<file path="config.mk">
export PLATFORM = sky130hd
export DESIGN_NAME = crf_regfile
export DESIGN_NICKNAME = d
export VERILOG_FILES = /design/src/logic/crf_pkg.sv /design/src/logic/crf_addr_gen.sv /design/src/logic/crf_regfile.sv
export SDC_FILE = /design/constraint.sdc
export NUM_CORES = 1
export LEC_CHECK = 0
export BUFFER_PORTS_ARGS = -buffer_cell sky130_fd_sc_hd__buf_2
export CORE_MARGIN = 5
export CORE_UTILIZATION = 43
export CTS_BUF_LIST = sky130_fd_sc_hd__clkbuf_4
export DETAILED_ROUTE_END_ITERATION = 12
export GPL_TIMING_DRIVEN = 0
export PLACE_DENSITY_LB_ADDON = 0.2
export SKIP_LAST_GASP = 1
export SYNTH_ARGS = -nofsm -noshare
export SYNTH_HDL_FRONTEND = slang
export SYNTH_SLANG_ARGS = --single-unit
</file>
<file path="constraint.sdc">
create_clock -name sys_clk -period 4.25 [get_ports sys_clk]
set_clock_uncertainty 0.05 [all_clocks]
set_input_delay 0.6375 -clock sys_clk [delete_from_list [all_inputs] [get_ports sys_clk]]
set_output_delay 0.6375 -clock sys_clk [all_outputs]
set_load 0.005 [all_outputs]
</file>
<file path="src/logic/crf_pkg.sv">
// shared constants and types for the cpu register file
package crf_pkg;
   localparam int WORD_W = 16;
   localparam int BYTE_W = 8;
   localparam int BANK_W = 8;
   localparam int ADDR_W = 24;
   localparam logic [15:0] RESET_WORD = 16'h0000;
   localparam logic [23:0] RESET_ADDR = 24'h000000;
   localparam logic WIDTH_FULL = 1'b0;
   localparam logic WIDTH_BYTE = 1'b1;
   localparam int READ_LATENCY = 1;
   localparam int ADDR_LATENCY = 1;

   typedef enum logic [2:0] {
      CRF_SEL_ACC_A,
      CRF_SEL_ACC_B,
      CRF_SEL_IDX_X,
      CRF_SEL_IDX_Y,
      CRF_SEL_STACK,
      CRF_SEL_NONE
   } crf_sel_e;

   typedef enum logic [1:0] {
      CRF_IDX_NONE,
      CRF_IDX_X,
      CRF_IDX_Y
   } crf_idx_e;
endpackage : crf_pkg

</file>
<file path="src/logic/crf_addr_gen.sv">
// effective address adder for indexed addressing
`timescale 1ns/1ps
module crf_addr_gen (
   // index selection
   input wire crf_pkg::crf_idx_e idx_mode,
   input wire logic [15:0] idx_x,
   input wire logic [15:0] idx_y,
   // address
   input wire logic [23:0] base_addr,
   output logic [23:0] eff_addr
);
   logic [15:0] idx_val;

   always_comb begin
      case (idx_mode)
         crf_pkg::CRF_IDX_X: idx_val = idx_x;
         crf_pkg::CRF_IDX_Y: idx_val = idx_y;
         default: idx_val = 16'h0000;
      endcase
      // carry out of the low 16 bits ripples into the bank byte
      eff_addr = base_addr + {8'h00, idx_val};
   end
endmodule : crf_addr_gen

</file>
<file path="src/logic/crf_regfile.sv">
// working register file: accumulators, index registers and stack pointer
//
// Contract
// - The core has ten programmer registers and this block holds the two accumulators, two index registers and the stack pointer.
// - The primary accumulator is 16 bits wide and its low byte is usable alone as a byte register.
// - The primary accumulator works at 16 bits when the data width flag is 0 and at 8 bits when it is 1.
// - The primary accumulator is the main operand and result path for arithmetic, transfer and input/output.
// - The secondary accumulator has the same width control and function as the primary one.
// - The first index register is 16 bits with a usable low byte, full width when the index flag is 0, byte when it is 1; block moves still use all 16 bits.
// - Indexed modes using the first index register add it to the base address to give the effective address.
// - Block moves take the source address low 16 bits from the first index register and the high byte from opcode byte three.
// - The second index register is 16 bits with a usable low byte and follows the same index width flag; block moves still use all 16 bits.
// - Indexed modes using the second index register add it to the base address to give the effective address.
// - Block moves take the destination address low 16 bits from the second index register and the high byte from byte two.
// - The stack pointer is a 16-bit register used by calls, interrupts and stack-based addressing.
`timescale 1ns/1ps
module crf_regfile (
   // clock and reset
   input wire logic sys_clk,
   input wire logic rst_n,
   // width flags from the processor_status_word
   input wire logic data_len_flag,
   input wire logic index_len_flag,
   // write port
   input wire logic wr_en,
   input wire crf_pkg::crf_sel_e wr_sel,
   input wire logic [15:0] wr_data,
   // read port
   input wire crf_pkg::crf_sel_e rd_sel,
   output logic [15:0] rd_data,
   // operand paths to the alu
   output logic [15:0] acc_a,
   output logic [15:0] acc_b,
   output logic [15:0] stack_ptr,
   // indexed addressing
   input wire logic idx_req,
   input wire crf_pkg::crf_idx_e idx_mode,
   input wire logic [23:0] base_addr,
   output logic [23:0] eff_addr,
   output logic eff_valid,
   // block_move_first_form / block_move_second_form
   input wire logic blk_req,
   input wire logic [7:0] blk_src_bank,
   input wire logic [7:0] blk_dst_bank,
   output logic [23:0] blk_src_addr,
   output logic [23:0] blk_dst_addr,
   output logic blk_valid
);
   typedef struct packed {
      logic [15:0] a;
      logic [15:0] b;
      logic [15:0] x;
      logic [15:0] y;
      logic [15:0] sp;
      logic [15:0] rd_data;
      logic [23:0] eff_addr;
      logic eff_valid;
      logic [23:0] src_addr;
      logic [23:0] dst_addr;
      logic blk_valid;
   } crf_state_s;

   crf_state_s state;
   crf_state_s next_state;
   logic [23:0] sum_addr;
   logic [15:0] idx_x_eff;
   logic [15:0] idx_y_eff;

   // byte mode shows only the low byte; upper reads as zero
   function automatic logic [15:0] crf_view(input logic [15:0] val, input logic byte_mode);
      crf_view = byte_mode ? {8'h00, val[7:0]} : val;
   endfunction : crf_view

   // byte mode writes merge into the low byte only
   function automatic logic [15:0] crf_merge(input logic [15:0] old, input logic [15:0] din,
                                             input logic byte_mode);
      crf_merge = byte_mode ? {old[15:8], din[7:0]} : din;
   endfunction : crf_merge

   // index registers at byte width add only their low byte
   assign idx_x_eff = crf_view(state.x, index_len_flag);
   assign idx_y_eff = crf_view(state.y, index_len_flag);

   crf_addr_gen u_addr_gen (
      .idx_mode(idx_mode),
      .idx_x(idx_x_eff),
      .idx_y(idx_y_eff),
      .base_addr(base_addr),
      .eff_addr(sum_addr)
   );

   always_comb begin
      next_state = state;
      next_state.eff_valid = 1'b0;
      next_state.blk_valid = 1'b0;
      if (wr_en) begin
         case (wr_sel)
            crf_pkg::CRF_SEL_ACC_A: next_state.a = crf_merge(state.a, wr_data, data_len_flag);
            crf_pkg::CRF_SEL_ACC_B: next_state.b = crf_merge(state.b, wr_data, data_len_flag);
            crf_pkg::CRF_SEL_IDX_X: next_state.x = crf_merge(state.x, wr_data, index_len_flag);
            crf_pkg::CRF_SEL_IDX_Y: next_state.y = crf_merge(state.y, wr_data, index_len_flag);
            crf_pkg::CRF_SEL_STACK: next_state.sp = wr_data;
            default: next_state.sp = state.sp;
         endcase
      end
      // reads see the old value when a write hits the same register
      case (rd_sel)
         crf_pkg::CRF_SEL_ACC_A: next_state.rd_data = crf_view(state.a, data_len_flag);
         crf_pkg::CRF_SEL_ACC_B: next_state.rd_data = crf_view(state.b, data_len_flag);
         crf_pkg::CRF_SEL_IDX_X: next_state.rd_data = crf_view(state.x, index_len_flag);
         crf_pkg::CRF_SEL_IDX_Y: next_state.rd_data = crf_view(state.y, index_len_flag);
         crf_pkg::CRF_SEL_STACK: next_state.rd_data = state.sp;
         default: next_state.rd_data = crf_pkg::RESET_WORD;
      endcase
      if (idx_req) begin
         next_state.eff_addr = sum_addr;
         next_state.eff_valid = 1'b1;
      end
      if (blk_req) begin
         // both move forms take the same address sources
         next_state.src_addr = {blk_src_bank, state.x};
         next_state.dst_addr = {blk_dst_bank, state.y};
         next_state.blk_valid = 1'b1;
      end
   end

   always_ff @(posedge sys_clk) begin
      if (!rst_n) begin
         // five of the ten core registers live here
         state.a <= crf_pkg::RESET_WORD;
         state.b <= crf_pkg::RESET_WORD;
         state.x <= crf_pkg::RESET_WORD;
         state.y <= crf_pkg::RESET_WORD;
         state.sp <= crf_pkg::RESET_WORD;
         state.rd_data <= crf_pkg::RESET_WORD;
         state.eff_addr <= crf_pkg::RESET_ADDR;
         state.eff_valid <= 1'b0;
         state.src_addr <= crf_pkg::RESET_ADDR;
         state.dst_addr <= crf_pkg::RESET_ADDR;
         state.blk_valid <= 1'b0;
      end else begin
         state <= next_state;
      end
   end

   assign rd_data = state.rd_data;
   assign acc_a = state.a;
   assign acc_b = state.b;
   assign stack_ptr = state.sp;
   assign eff_addr = state.eff_addr;
   assign eff_valid = state.eff_valid;
   assign blk_src_addr = state.src_addr;
   assign blk_dst_addr = state.dst_addr;
   assign blk_valid = state.blk_valid;
endmodule : crf_regfile

</file>
==> impl_metrics.json <==
{
  "status": "complete, no violations",
  "drt_iter0_markers": 523,
  "worst-path-max-fanout": 9,
  "die_h_microns": 152,
  "r2r_cells": 10,
  "grt_max_degree": 17,
  "htree_levels": 4,
  "ys_seq_area_share_pct": 39.0,
  "finalHoldViolCount": 0,
  "ys_types": 62,
  "cts_root_buf": "clkbuf_4",
  "startpoint_type": "input pin",
  "syn_inst": 1042,
  "start_util_pct": 43.4,
  "worst_ep_required_time_ns": 4.68,
  "core_area_sq_um": 20100,
  "drive_gt1_share_pct": 31.6,
  "ys_ff_latch": 170,
  "synth_nets": 1133,
  "endpoint_kind": "flop",
  "ctsHoldBuffers": 0,
  "final_antenna_net_count": 0,
  "irDropWorstVdd_mv": 0.132,
  "arrival_ns": 3.90,
  "viasPerCell": 5.05,
  "fp.dieW_microns": 152,
  "slew_violations": 0,
  "grtUsageTotal_pct": 20.9,
  "clock_sinks": 170,
  "fin_nets": 1356,
  "antenna_found_initial": 1,
  "place.gp.congestion": 0.917,
  "drc": 0,
  "io_pins": 209,
  "grt_pass1_vias": 7378,
  "clk_pin_slew_ns": 0.15,
  "synthToLayoutAreaGrowth_pct": 18.5,
  "dr.pass1.iters": 6,
  "cts_tree": "yes",
  "synth_edf_count": 0,
  "grt_setup_unrepaired": "false",
  "slowest_stage": "a21oi_1",
  "yosys_warnings": 0,
  "r2r_end": "eff_addr[16]$_SDFFE_PN0P_",
  "fmax_ghz": 0.288,
  "final.setup.tns_ns": 0,
  "grt_pass1_wl_microns": 39900,
  "cts_resized": 0,
  "r2r-start": "state[122]$_SDFFE_PN0P_",
  "clock_latency_ns": 0.59,
  "hold_slack_ns": 0.243,
  "worstHoldStart": "blk_dst_bank[7]",
  "reg2reg_slack_ns": 1.43,
  "vias": 7825,
  "dp_hpwl_microns": 19700,
  "cts_setup_buffers": 0,
  "setup.worst_path.class": "in -> reg",
  "drt-total-wl_microns": 25300,
  "core.rowCount": 52,
  "place_area_sq_um": 10100,
  "post-route-period-util_pct": 81.7,
  "hold-path-endpoint": "blk_dst_addr[23]$_SDFFE_PN0P_",
  "dieArea_sq_um": 23200,
  "cts_buffers": 17,
  "synth_ff_type": "dfxtp_1",
  "wire_per_inst_microns": 16.3,
  "setup_violations": 0,
  "crit_chain": "buf_2 -> inv_1 -> ha_1 -> buf_1 -> or2_2 -> clkbuf_1 -> nor2_1 -> ha_1 -> a21oi_2 -> o21ai_1 -> a21oi_1 -> a21oi_2 -> or3_1 -> a32o_1",
  "p_leak_nw": 4.79,
  "min_period_ns": 3.47,
  "whs_path_depth": 3,
  "ctsLongestPathBuffers": 2,
  "async_reset_ff_share_pct": 0,
  "port_buffers": 204,
  "hp-class": "in -> reg",
  "cellPowerDensity_nw_per_um2": 284,
  "avgSynthCellArea_sq_um": 8.37,
  "slew_headroom_pct": 28.1,
  "design_area_sq_um": 10300,
  "max-cap-violations": 0,
  "grt-ovfl-total": 0,
  "worstMarginPinSlew_ns": 1.07,
  "slowest_delay_ns": 0.45,
  "syn-cell-area_sq_um": 8720
}
## cells in the mapped netlist, drive strengths merged, types with 5 or more instances
| master | n | area [sq um] |
|---|---|---|
| a31oi | 7 | 43.8 |
| and3 | 7 | 46.3 |
| o22a | 7 | 61.3 |
| nand3 | 17 | 85.1 |
| or3 | 10 | 62.6 |
| clkbuf | 49 | 184 |
| o2111ai | 5 | 43.8 |
| mux2i | 57 | 571 |
| mux2 | 15 | 169 |
| ha | 19 | 238 |
| nand2 | 155 | 582 |
| nor2 | 96 | 360 |
| a22oi | 30 | 225 |
| buf | 148 | 1070 |
| xnor2 | 5 | 43.8 |
| nor2b | 5 | 31.3 |
| o21ai | 42 | 210 |
| inv | 11 | 41.3 |
| a21oi | 101 | 513 |
| dfxtp | 170 | 3400 |
| a222oi | 8 | 80.1 |
| o211ai | 6 | 63.8 |
| nor3 | 8 | 40.0 |
| a21o | 10 | 75.1 |
## logic make-up (layout without fill, tap and decap cells)
kind of cell	after synthesis	after routing	synth area share (%)
buffers and inverters	208	443	14.8
multiplexers	72	72	8.48
flip-flops	170	170	39.0
AND/OR/NAND/NOR	319	319	15.8
adder cells (fa/ha/maj)	20	20	2.96
XOR/XNOR	7	7	0.703
other	0	1	0
AO/OA/AOI/OAI	246	246	18.2
## worst max path at each step
stage | start | end | slack [ns] | cells after the start
floorplan | idx_mode[0] | eff_addr[17]$_SDFFE_PN0P_ | 0.87 | 13
global placement | idx_mode[0] | eff_addr[17]$_SDFFE_PN0P_ | 0.30 | 14
detailed placement | idx_mode[0] | eff_addr[17]$_SDFFE_PN0P_ | 0.24 | 14
CTS | idx_mode[0] | eff_addr[17]$_SDFFE_PN0P_ | 0.86 | 14
global route | idx_mode[0] | eff_addr[17]$_SDFFE_PN0P_ | 0.59 | 14
finish | idx_mode[0] | eff_addr[17]$_SDFFE_PN0P_ | 0.78 | 14
## cell type report
cell class                 count  area, sq um
multi-input combinational    664         4020
fill                        1958         9770
antenna                        1         2.50
timing repair buffer         204         1020
buffer                       197         1250
clock inverter                13          119
inverter                      11         41.3
clock buffer                  18          135
sequential                   170         3400
tap                          270          338
## sequential cells by signal, summed over array words and instances, names as in the netlist
| signal | count |
|---|---|
| acc_a | 16 |
| acc_b | 16 |
| blk_dst_addr | 24 |
| blk_src_addr | 24 |
| blk_valid | 1 |
| eff_addr | 24 |
| eff_valid | 1 |
| rd_data | 16 |
| stack_ptr | 16 |
| state | 32 |
## placed cells by master (no fill, tap or decap), types with 4 or more instances in the layout
cell type / instances
a211o_1: 4
a211oi_1: 4
a21o_1: 10
a21oi_1: 99
a222oi_1: 8
a22oi_1: 30
a31oi_1: 7
and3_1: 5
buf_1: 9
buf_2: 207
buf_4: 136
clkbuf_1: 49
clkbuf_4: 18
dfxtp_1: 170
ha_1: 19
inv_1: 11
mux2_2: 15
mux2i_1: 57
nand2_1: 155
nand3_1: 17
nor2_1: 96
nor2b_1: 5
nor3_1: 8
o2111ai_1: 5
o211ai_1: 4
o21a_1: 4
o21ai_0: 41
o22a_1: 7
or3_1: 10
xnor2_1: 5
## where the power goes
part | internal [mW] | switching, mW | total (mW) | leakage (nW)
sequential | 1.64 | 0.0276 | 1.66 | 1.38
clock | 0.297 | 0.598 | 0.895 | 0.133
combinational | 0.163 | 0.210 | 0.373 | 3.27
## metal layers
metal  vias up  wire [microns]  GRT usage [%]
li1       3930               -              -
met1      3620           11700           28.7
met2       260           11800           34.3
met5         -               0              0
met4         0             184           3.52
met3        15            1630           4.74
## worst max-delay path: cells and delay by family
kind,cells,cell delay [ns]
AOI/OAI and AO/OA,5,1.25
and+or+nand+nor,3,0.62
adders and majority gates,2,0.65
buffers and inverters,4,0.72
## metrics by stage
stage	util, %	std cells	setup WS, ns	power [mW]
floorplan	-	1042	0.875	1.92
global placement	50.1	1516	0.296	2.06
CTS	51.4	1547	0.859	2.95
detailed placement	50.1	1516	0.240	2.07
finish	51.4	1548	0.779	2.93
global route	51.4	1548	0.590	3.05
Power figures use the tool's default switching activity.
